===== config.mk =====
export PLATFORM = sky130hd
export DESIGN_NAME = lad_arbiter
export DESIGN_NICKNAME = d
export VERILOG_FILES = /design/src/lad_pkg.sv /design/src/lad_decode.sv /design/src/lad_arbiter.sv
export SDC_FILE = /design/constraint.sdc
export NUM_CORES = 1
export LEC_CHECK = 0
export ABC_AREA = 1
export BUFFER_PORTS_ARGS = -buffer_cell sky130_fd_sc_hd__buf_2
export CORE_MARGIN = 1.5
export CORE_UTILIZATION = 35
export DETAILED_ROUTE_END_ITERATION = 16
export GPL_TIMING_DRIVEN = 0
export PLACE_DENSITY = 0.64
export SYNTH_ARGS = -nofsm -noshare
export SYNTH_HDL_FRONTEND = slang
export SYNTH_HIERARCHICAL = 1
export SYNTH_SLANG_ARGS = --single-unit

===== constraint.sdc =====
create_clock -name CLK -period 1.95 [get_ports CLK]
set_clock_uncertainty 0.05 [all_clocks]
set_input_delay 0.2925 -clock CLK [delete_from_list [all_inputs] [get_ports CLK]]
set_output_delay 0.2925 -clock CLK [all_outputs]
set_load 0.005 [all_outputs]

===== src/lad_pkg.sv =====
// Constants and types shared by the locality arbiter and its address decoder
package lad_pkg;
	// ======================================================================
	// Level numbering
	localparam int unsigned NUM_LVL = 5;
	localparam logic [2:0] TOP_LVL = 3'h4;
	localparam logic [3:0] MAX_LVL_FIELD = 4'h4;
	localparam logic [4:0] TOP_LVL_OH = 5'h10;
	localparam logic [4:0] NO_LVL_OH = 5'h00;
	localparam logic [7:0] IND_RESET = 8'h00;

	// ======================================================================
	// Offsets inside one level's 4 KiB window
	localparam logic [11:0] OFS_CTRL_LO = 12'h008;
	localparam logic [11:0] OFS_CTRL_HI = 12'h00B;
	localparam logic [11:0] OFS_STS_LO = 12'h018;
	localparam logic [11:0] OFS_STS_HI = 12'h01B;
	localparam logic [9:0] OFS_DATA_WORD = 10'h009;
	localparam logic [11:0] OFS_MSTART = 12'h028;
	localparam logic [11:0] OFS_MEND = 12'h029;
	localparam logic [9:0] OFS_MDATA_WORD = 10'h00B;

	// ======================================================================
	// Control register fields
	localparam int unsigned CTRL_REQ_BIT = 0;
	localparam int unsigned CTRL_REL_BIT = 1;

	// ======================================================================
	// Ownership states
	typedef enum logic [2:0] {
		ST_FREE  = 3'b001,
		ST_OWNED = 3'b010,
		ST_MEAS  = 3'b100
	} lad_state_t;
endpackage


===== src/lad_decode.sv =====
// Address decoder: level window and register selection for one bus address
`timescale 1ns/10ps
`default_nettype none
module lad_decode (
	input  wire logic [15:0] addr,       // Bus address
	output logic      [2:0]  lvl,        // Level of the window
	output logic             lvl_ok,     // Address lies in levels 0 to 4
	output logic             hit_ctrl,   // Level control register
	output logic             hit_sts,    // Shared status register
	output logic             hit_data,   // Aliased data port
	output logic             hit_mstart, // Measurement begin
	output logic             hit_mend,   // Measurement end
	output logic             hit_mdata,  // Measurement data, aliased
	output logic             hit_none    // Nothing decoded
);
	logic [11:0] ofs;
	logic        top;

	// ======================================================================
	// Window selection
	always_comb begin
		ofs = addr[11:0];
		lvl_ok = (addr[15:12] <= lad_pkg::MAX_LVL_FIELD);
		lvl = addr[14:12];
		top = lvl_ok && (lvl == lad_pkg::TOP_LVL);
	end

	// ======================================================================
	// Register selection; each window decodes alone, so ranges of the same
	// function in two levels never merge into one span.
	always_comb begin
		hit_ctrl = lvl_ok && (ofs >= lad_pkg::OFS_CTRL_LO) &&
			(ofs <= lad_pkg::OFS_CTRL_HI);
		hit_sts = lvl_ok && (ofs >= lad_pkg::OFS_STS_LO) &&
			(ofs <= lad_pkg::OFS_STS_HI);
		hit_data = lvl_ok && (ofs[11:2] == lad_pkg::OFS_DATA_WORD);
		hit_mstart = top && (ofs == lad_pkg::OFS_MSTART);
		hit_mend = top && (ofs == lad_pkg::OFS_MEND);
		hit_mdata = top && (ofs[11:2] == lad_pkg::OFS_MDATA_WORD);
		hit_none = !(hit_ctrl || hit_sts || hit_data || hit_mstart ||
			hit_mend || hit_mdata);
	end
endmodule
`default_nettype wire


===== src/lad_arbiter.sv =====
// Locality ownership arbiter with measurement command handling and decode
`timescale 1ns/10ps
`default_nettype none
module lad_arbiter (
	input  wire logic        CLK,               // 25 MHz clock
	input  wire logic        RST_N,             // Async reset, active low
	input  wire logic        ACC_VALID,         // Bus access this cycle
	input  wire logic        ACC_WRITE,         // Access is a write
	input  wire logic [15:0] ACC_ADDR,          // Access address
	input  wire logic [7:0]  ACC_WDATA,         // Write byte
	input  wire logic        CRB_MODE,          // Command-buffer interface
	input  wire logic [4:0]  REQ_LEVEL,         // Request pulses per level
	input  wire logic [4:0]  SEIZE_LEVEL,       // Seize pulses per level
	input  wire logic        RELINQUISH,        // Owner gives up
	input  wire logic        RES_VALID,         // Resource level check
	input  wire logic [4:0]  RES_LEVELS,        // Levels allowed by policy
	output logic      [7:0]  LEVEL_ONEHOT_IND,  // Active level, one-hot
	output logic             OWNED,             // Some level owns device
	output logic             MEAS_ACTIVE,       // Measurement in progress
	output logic             MEAS_START_STB,    // Begin accepted
	output logic             MEAS_END_STB,      // End accepted
	output logic             MEAS_DATA_VALID,   // Measurement byte strobe
	output logic      [7:0]  MEAS_DATA,         // Measurement byte
	output logic             CMD_IGNORED,       // Command dropped
	output logic             RES_GRANT,         // Resource check passed
	output logic             RES_DENY,          // Resource check refused
	output logic             ACC_REFUSED,       // Data port by non-owner
	output logic      [2:0]  ACC_LEVEL,         // Level of last access to levels 0 to 4
	output logic             SEL_CTRL,          // Control register hit
	output logic             SEL_STATUS,        // Shared status hit
	output logic             SEL_DATA,          // Shared data port hit
	output logic             SEL_NONE           // Unmapped access
);
	// ======================================================================
	// Declarations
	lad_pkg::lad_state_t state_r;
	lad_pkg::lad_state_t state_nxt;
	logic [4:0]  act_r;
	logic [4:0]  act_nxt;
	logic [4:0]  req_r;
	logic [4:0]  req_nxt;
	logic [4:0]  grant;
	logic [4:0]  hi_req;
	logic [4:0]  hi_seize;
	logic [4:0]  acc_oh;
	logic [4:0]  ctrl_set;
	logic [2:0]  dec_lvl;
	logic        dec_ok;
	logic        hit_ctrl;
	logic        hit_sts;
	logic        hit_data;
	logic        hit_mstart;
	logic        hit_mend;
	logic        hit_mdata;
	logic        hit_none;
	logic        acc_wr;
	logic        mstart_wr;
	logic        mend_wr;
	logic        mdata_wr;
	logic        ctrl_wr;
	logic        release_req;
	logic        start_ok;
	logic        end_ok;
	logic        ignored;

	// Highest set bit, one-hot; higher level means higher priority
	function automatic logic [4:0] top_bit(input logic [4:0] v);
		logic [4:0] h;
		h = 5'h00;
		for (int i = 0; i < 5; i++) begin
			if (v[i]) begin
				h = 5'(1 << i);
			end
		end
		return h;
	endfunction

	// ======================================================================
	// Address decode
	lad_decode u_dec (
		.addr       (ACC_ADDR),
		.lvl        (dec_lvl),
		.lvl_ok     (dec_ok),
		.hit_ctrl   (hit_ctrl),
		.hit_sts    (hit_sts),
		.hit_data   (hit_data),
		.hit_mstart (hit_mstart),
		.hit_mend   (hit_mend),
		.hit_mdata  (hit_mdata),
		.hit_none   (hit_none)
	);

	always_comb begin
		acc_oh = 5'h00;
		for (int i = 0; i < 5; i++) begin
			acc_oh[i] = dec_ok && (dec_lvl == 3'(i));
		end
		acc_wr = ACC_VALID && ACC_WRITE && dec_ok;
		mstart_wr = acc_wr && hit_mstart;
		mend_wr = acc_wr && hit_mend;
		mdata_wr = acc_wr && hit_mdata;
		ctrl_wr = acc_wr && hit_ctrl && CRB_MODE;
		ctrl_set = (ctrl_wr && ACC_WDATA[lad_pkg::CTRL_REQ_BIT]) ?
			acc_oh : 5'h00;
		release_req = RELINQUISH || (ctrl_wr &&
			ACC_WDATA[lad_pkg::CTRL_REL_BIT] && |(acc_oh & act_r));
		hi_req = top_bit(req_r);
		hi_seize = top_bit(SEIZE_LEVEL);
	end

	// ======================================================================
	// Ownership state machine
	always_comb begin
		state_nxt = state_r;
		act_nxt = act_r;
		grant = 5'h00;
		start_ok = 1'b0;
		end_ok = 1'b0;
		ignored = 1'b0;
		case (state_r)
			lad_pkg::ST_FREE: begin
				if (mstart_wr) begin
					act_nxt = lad_pkg::TOP_LVL_OH;
					state_nxt = lad_pkg::ST_MEAS;
					start_ok = 1'b1;
				end else if (|req_r) begin
					act_nxt = hi_req;
					grant = hi_req;
					state_nxt = lad_pkg::ST_OWNED;
				end
				ignored = mend_wr || mdata_wr;
			end
			lad_pkg::ST_OWNED: begin
				if (mstart_wr) begin
					if (act_r[lad_pkg::TOP_LVL]) begin
						state_nxt = lad_pkg::ST_MEAS;
						start_ok = 1'b1;
					end else begin
						ignored = 1'b1;
					end
				end else if (release_req) begin
					// Pending requests take over without a free cycle
					if (|req_r) begin
						act_nxt = hi_req;
						grant = hi_req;
					end else begin
						act_nxt = lad_pkg::NO_LVL_OH;
						state_nxt = lad_pkg::ST_FREE;
					end
				end else if (hi_seize > act_r) begin
					act_nxt = hi_seize;
				end
				if (mend_wr || mdata_wr) begin
					ignored = 1'b1;
				end
			end
			lad_pkg::ST_MEAS: begin
				// Requests wait: level 4 already holds top priority
				if (mend_wr) begin
					act_nxt = lad_pkg::NO_LVL_OH;
					state_nxt = lad_pkg::ST_FREE;
					end_ok = 1'b1;
				end else if (mstart_wr) begin
					start_ok = 1'b1;
				end
			end
			default: begin
				act_nxt = lad_pkg::NO_LVL_OH;
				state_nxt = lad_pkg::ST_FREE;
			end
		endcase
		// A new request in the grant cycle stays pending
		req_nxt = (req_r & ~grant) | REQ_LEVEL | ctrl_set;
	end

	always_ff @(posedge CLK or negedge RST_N) begin
		if (!RST_N) begin
			state_r <= lad_pkg::ST_FREE;
			act_r <= lad_pkg::NO_LVL_OH;
			req_r <= 5'h00;
		end else begin
			state_r <= state_nxt;
			act_r <= act_nxt;
			req_r <= req_nxt;
		end
	end

	// ======================================================================
	// Indicator and measurement outputs
	always_comb begin
		LEVEL_ONEHOT_IND = {3'h0, act_r};
		OWNED = |act_r;
		MEAS_ACTIVE = (state_r == lad_pkg::ST_MEAS);
	end

	always_ff @(posedge CLK or negedge RST_N) begin
		if (!RST_N) begin
			MEAS_START_STB <= 1'b0;
			MEAS_END_STB <= 1'b0;
			MEAS_DATA_VALID <= 1'b0;
			MEAS_DATA <= 8'h00;
			CMD_IGNORED <= 1'b0;
		end else begin
			MEAS_START_STB <= start_ok;
			MEAS_END_STB <= end_ok;
			MEAS_DATA_VALID <= mdata_wr && (state_r == lad_pkg::ST_MEAS);
			if (mdata_wr) begin
				MEAS_DATA <= ACC_WDATA;
			end
			CMD_IGNORED <= ignored;
		end
	end

	// ======================================================================
	// Level checks and decode results
	always_ff @(posedge CLK or negedge RST_N) begin
		if (!RST_N) begin
			RES_GRANT <= 1'b0;
			RES_DENY <= 1'b0;
			ACC_REFUSED <= 1'b0;
		end else begin
			RES_GRANT <= RES_VALID && |(RES_LEVELS & act_r);
			RES_DENY <= RES_VALID && !(|(RES_LEVELS & act_r));
			ACC_REFUSED <= ACC_VALID && hit_data &&
				!(|(acc_oh & act_r));
		end
	end

	always_ff @(posedge CLK or negedge RST_N) begin
		if (!RST_N) begin
			ACC_LEVEL <= 3'h0;
			SEL_CTRL <= 1'b0;
			SEL_STATUS <= 1'b0;
			SEL_DATA <= 1'b0;
			SEL_NONE <= 1'b0;
		end else begin
			if (ACC_VALID && dec_ok) begin
				ACC_LEVEL <= dec_lvl;
			end
			SEL_CTRL <= ACC_VALID && hit_ctrl;
			SEL_STATUS <= ACC_VALID && hit_sts;
			SEL_DATA <= ACC_VALID && hit_data;
			SEL_NONE <= ACC_VALID && hit_none;
		end
	end

	// ======================================================================
	// Checks
	a_begin_ignored:
	assert property (@(posedge CLK) disable iff (!RST_N)
		mstart_wr && state_r == lad_pkg::ST_OWNED && !act_r[4]
		|=> act_r == $past(act_r) && CMD_IGNORED && !MEAS_ACTIVE)
	else $error("begin not ignored under lower owner");

	a_begin_free:
	assert property (@(posedge CLK) disable iff (!RST_N)
		mstart_wr && state_r == lad_pkg::ST_FREE
		|=> LEVEL_ONEHOT_IND == 8'h10 && MEAS_ACTIVE && MEAS_START_STB)
	else $error("begin in free state did not take level 4");

	a_end_release:
	assert property (@(posedge CLK) disable iff (!RST_N)
		mend_wr && MEAS_ACTIVE
		|=> LEVEL_ONEHOT_IND == 8'h00 && !OWNED && MEAS_END_STB)
	else $error("end did not free the device");

	a_indicator_code:
	assert property (@(posedge CLK) disable iff (!RST_N)
		$onehot0(LEVEL_ONEHOT_IND) && LEVEL_ONEHOT_IND[7:5] == 3'h0
		&& OWNED == (LEVEL_ONEHOT_IND != 8'h00))
	else $error("indicator not one-hot");

	a_grant_priority:
	assert property (@(posedge CLK) disable iff (!RST_N)
		state_r == lad_pkg::ST_FREE && !mstart_wr && req_r != 5'h00
		|=> act_r == $past(hi_req) && act_r > ($past(req_r) & ~act_r))
	else $error("grant not to highest request");

	a_free_accept:
	assert property (@(posedge CLK) disable iff (!RST_N)
		state_r == lad_pkg::ST_FREE && ctrl_set[4] && req_r == 5'h00
		&& !mstart_wr |=> ##1 LEVEL_ONEHOT_IND == 8'h10)
	else $error("top request in free state not accepted");

	a_res_refuse:
	assert property (@(posedge CLK) disable iff (!RST_N)
		RES_VALID && (RES_LEVELS & act_r) == 5'h00
		|=> RES_DENY && !RES_GRANT)
	else $error("mismatched level not refused");

	a_status_mirror:
	assert property (@(posedge CLK) disable iff (!RST_N)
		ACC_VALID && ACC_ADDR[15:12] <= 4'h4 && ACC_ADDR[11:0] >= 12'h018
		&& ACC_ADDR[11:0] <= 12'h01B |=> SEL_STATUS && !SEL_NONE)
	else $error("status not selected in a level window");

	a_data_alias:
	assert property (@(posedge CLK) disable iff (!RST_N)
		ACC_VALID && ACC_ADDR[15:12] <= 4'h4 && ACC_ADDR[11:2] == 10'h009
		|=> SEL_DATA)
	else $error("data port byte not aliased");

	a_meas_window:
	assert property (@(posedge CLK) disable iff (!RST_N)
		ACC_VALID && ACC_WRITE && ACC_ADDR[15:12] != 4'h4
		|=> !MEAS_START_STB && !MEAS_END_STB && !MEAS_DATA_VALID)
	else $error("measurement command outside level 4 window");

	a_level_field:
	assert property (@(posedge CLK) disable iff (!RST_N)
		ACC_VALID && ACC_ADDR[15:12] <= 4'h4
		|=> ACC_LEVEL == $past(ACC_ADDR[14:12]))
	else $error("access level not from address bits");
endmodule
`default_nettype wire


==> impl_metrics.py <==
metrics = {
    "synthesis": {
        "ys_seq_area_share_pct": 37.95,
        "yosysWarnings": 6,
        "synth_cells": 299,
        "synth_largest_area_cell": "dfrtp_1",
        "synth_most_common_cell": "nand2_1",
        "ys_types": 36,
        "ys_top_cells_by_count": "68 x nand2_1, 44 x inv_1, 34 x dfrtp_1",
        "synth_area_um2": 2311,
        "synth-seq-cells": 35,
        "synthTopCellsByArea": "dfrtp_1 37%, nand2_1 11%, inv_1 7.1%",
        "synthArstFlopShare_pct": 100.0,
        "avgSynthCellArea_um2": 7.729,
        "synth_top_area_share_pct": 36.82,
        "ys.flop_type": "dfrtp_1",
        "synth_edf_count": 0,
    },
    "clock_tree": {
        "cts_max_path_buffers": 2,
        "clock_latency_ns": 0.29,
        "hold_buffers": 0,
        "clock-sinks": 35,
        "cts_tree": "yes",
        "cts-buffers-inserted": 5,
        "clk_pin_slew_ns": 0.07,
        "cts_root_buffer": "clkbuf_8",
        "htree_num_levels": 2,
    },
    "global_route": {
        "grt_start_max_net_pins": 36,
        "antenna_found_initial": 0,
        "grt_pass1_vias": 2095,
        "grt_pass1_wl_um": 9004,
        "grt.overflow.total": 0,
        "track_usage_pct": 15.58,
    },
    "floorplan": {
        "dieArea_um2": 7099,
        "dieWidth_um": 84.26,
        "rows": 29,
        "core_um2": 6350,
        "die_h_um": 84.26,
        "start_util_pct": 36.39,
        "io_pins": 78,
    },
    "sta": {
        "slew-limit-headroom_pct": 48.33,
        "fin_crit_ns": 1.801,
        "tightestPinTransition_ns": 0.7751,
        "period_share_pct": 92.36,
        "final-max-slew-violation-count": 0,
        "finalSetupViolCount": 0,
        "fin_setup_tns_ns": 0,
        "hold_viol": 0,
        "max_freq_mhz": 555.2,
    },
    "drt": {
        "antenna_left": 0,
        "drc_errors": 0,
        "wl_um": 5440,
        "firstDrtPassIters": 4,
        "viasPerCell": 4.717,
        "drt_iter0_drc": 71,
        "wl_per_cell_um": 11.57,
        "vias": 2217,
    },
    "worst_setup_path": {
        "critical_path_arrival_ns": 1.93,
        "path_cells": "inv_2, ha_1, nand2_2, nor2_1, nand2_1, nand3_1, a21oi_2, nand3_2, nand2_4, nor2_2, nand2_1, nand2_1",
        "startpoint_type": "register",
        "cp-end-kind": "register",
        "crit_top_cell": "nand2_1",
        "crit_required_ns": 2.08,
        "critPathMaxStageDelay_ns": 0.44,
        "critPathSlowestCell": "dfrtp_2",
        "critical_path_class": "reg2reg",
        "path_buf_inv": 1,
        "critPathTopFamily": "simple AND/OR/NAND/NOR gates",
        "cp_max_fo": 5,
    },
    "flow_run": {
        "cap_viol_max_count": 0,
    },
    "power": {
        "p_int_uw": 1450,
        "switching_share_pct": 37.16,
        "comb_power_share_pct": 38.6,
        "clockPowerShare_pct": 22.1,
        "p_leak_uw": 0.001666,
        "powerDensity_nw_per_um2": 773.0,
        "seqPwrFrac_pct": 39.3,
        "irDropWorstVdd_mv": 0.3650,
        "p_sw_uw": 857.2,
    },
    "final_layout": {
        "area_growth_pct": 29.13,
        "drive_above_1_share_pct": 39.19,
        "nets": 443,
        "stdcell_area_um2": 2984,
        "n_antenna_cell": 0,
    },
    "placement": {
        "post-dp-hpwl_um": 4292,
        "port_buffers": 74,
        "gp_congestion": 0.8721,
        "dpl-instance-area_um2": 2785,
    },
    "hold_path": {
        "hold_path_class": "in2async",
    },
    "status": {
        "outcome": "finished clean",
    },
}
## metal layers
metal / part of all wire (%) / GRT usage (%) / wire, um
met4: 1.9 / 5.067 / 104
met3: 5.1 / 3.147 / 277
met2: 47 / 26.11 / 2582
met5: 0 / 0 / 0
met1: 46 / 20.16 / 2476
## kinds of logic (layout without fill, tap and decap cells)
family,after synthesis,in the layout,synth area share (%)
and+or+nand+nor,162,163,36.76
adders and majority gates,5,5,2.707
other,1,3,0.1623
buffers and inverters,55,146,9.962
AOI/OAI and AO/OA,34,34,9.042
muxes,7,7,3.411
DFF,35,35,37.95
## worst register-to-register path, cell delays in order, from the launching register on
cell     delay (ns)
dfrtp_2        0.44
inv_2          0.07
ha_1           0.23
nand2_2        0.08
nor2_1         0.06
nand2_1        0.05
nand3_1        0.08
a21oi_2        0.16
nand3_2        0.16
nand2_4        0.17
nor2_2         0.04
nand2_1        0.07
nand2_1        0.06
## cell type report
cell class                 instances  area [um^2]
fill                             650         3366
multi-input combinational        212         1250
sequential                        35        882.1
timing repair buffer              83        437.9
inverter                          48        182.7
tap                               77        96.34
clock buffer                       6        72.57
buffer                             7        50.05
clock inverter                     2        12.51
## power by group through the flow
| stage | clock network (uW) | logic (uW) | registers (uW) |
|---|---|---|---|
| final | 510 | 890 | 907 |
| after global routing | 560 | 1010 | 921 |
| after CTS | 529 | 774 | 919 |
| after detailed placement | 0 | 768 | 929 |
| after global placement | 0 | 761 | 926 |
| after floorplan | 0 | 521 | 907 |
## cell usage in the layout (no fill, tap or decap), types with 2 or more instances in the layout
| master | n |
|---|---|
| buf_4 | 15 |
| a31oi_1 | 4 |
| dfrtp_2 | 4 |
| nand2_1 | 67 |
| o21ai_1 | 6 |
| inv_1 | 42 |
| mux2_2 | 7 |
| inv_2 | 4 |
| nand3_1 | 22 |
| o21ai_0 | 7 |
| nand2_2 | 7 |
| nand3_2 | 4 |
| nor2_4 | 5 |
| ha_1 | 5 |
| conb_1 | 3 |
| nor3_1 | 7 |
| a21oi_2 | 3 |
| a22o_1 | 2 |
| nand2_4 | 5 |
| nor2_1 | 25 |
| dfrtp_1 | 30 |
| nor4_4 | 2 |
| nor2_2 | 9 |
| nand3b_1 | 4 |
| buf_2 | 75 |
| a21oi_1 | 9 |
| clkbuf_8 | 5 |
## per-stage QoR
stage                     hold WS (ns)  std cells  utilization, %  worst slack (ns)  total power, uW
after floorplan               -0.05309        301               -           0.06228             1428
after global placement          0.3708        452           43.86           -0.2609             1687
after detailed placement        0.3734        452           43.86           -0.3324             1696
after CTS                      0.06225        460           45.32           0.03872             2221
after global routing           0.09210        470           47.00         -0.006077             2487
final                          0.03264        470           47.00            0.1490             2307
## path summary, 6_finish.rpt
| check | startpoint | slack, ns | end | cells after the start |
|---|---|---|---|---|
| max in group asynchronous | RST_N | 1.28 | act_r[4] | 1 |
| worst min register to register | MEAS_DATA[1] | 0.43 | MEAS_DATA[1] | 2 |
| min in group CLK | REQ_LEVEL[3] | 0.14 | req_r[3] | 2 |
| worst min-delay path | RST_N | 0.03 | MEAS_END_STB | 1 |
| worst max-delay path | act_r[3] | 0.15 | act_r[0] | 12 |
| worst max register to register | act_r[3] | 0.15 | act_r[0] | 12 |
## registers in the layout, indices dropped and copies added (netlist names)
| register | count |
|---|---|
| RES_GRANT | 1 |
| SEL_STATUS | 1 |
| SEL_CTRL | 1 |
| ACC_LEVEL | 3 |
| SEL_NONE | 1 |
| MEAS_DATA | 8 |
| MEAS_END_STB | 1 |
| MEAS_DATA_VALID | 1 |
| state_r | 3 |
| ACC_REFUSED | 1 |
| RES_DENY | 1 |
| MEAS_START_STB | 1 |
| req_r | 5 |
| CMD_IGNORED | 1 |
| SEL_DATA | 1 |
| act_r | 5 |
## what timing repair did
action                                  in CTS  in global routing
gates cloned                                 0                  1
resized for setup                            3                 10
pin swaps                                    0                  5
setup buffers                                0                  9
endpoints found under the setup margin       6                 11
No activity file was read; power rests on OpenSTA's default activity.
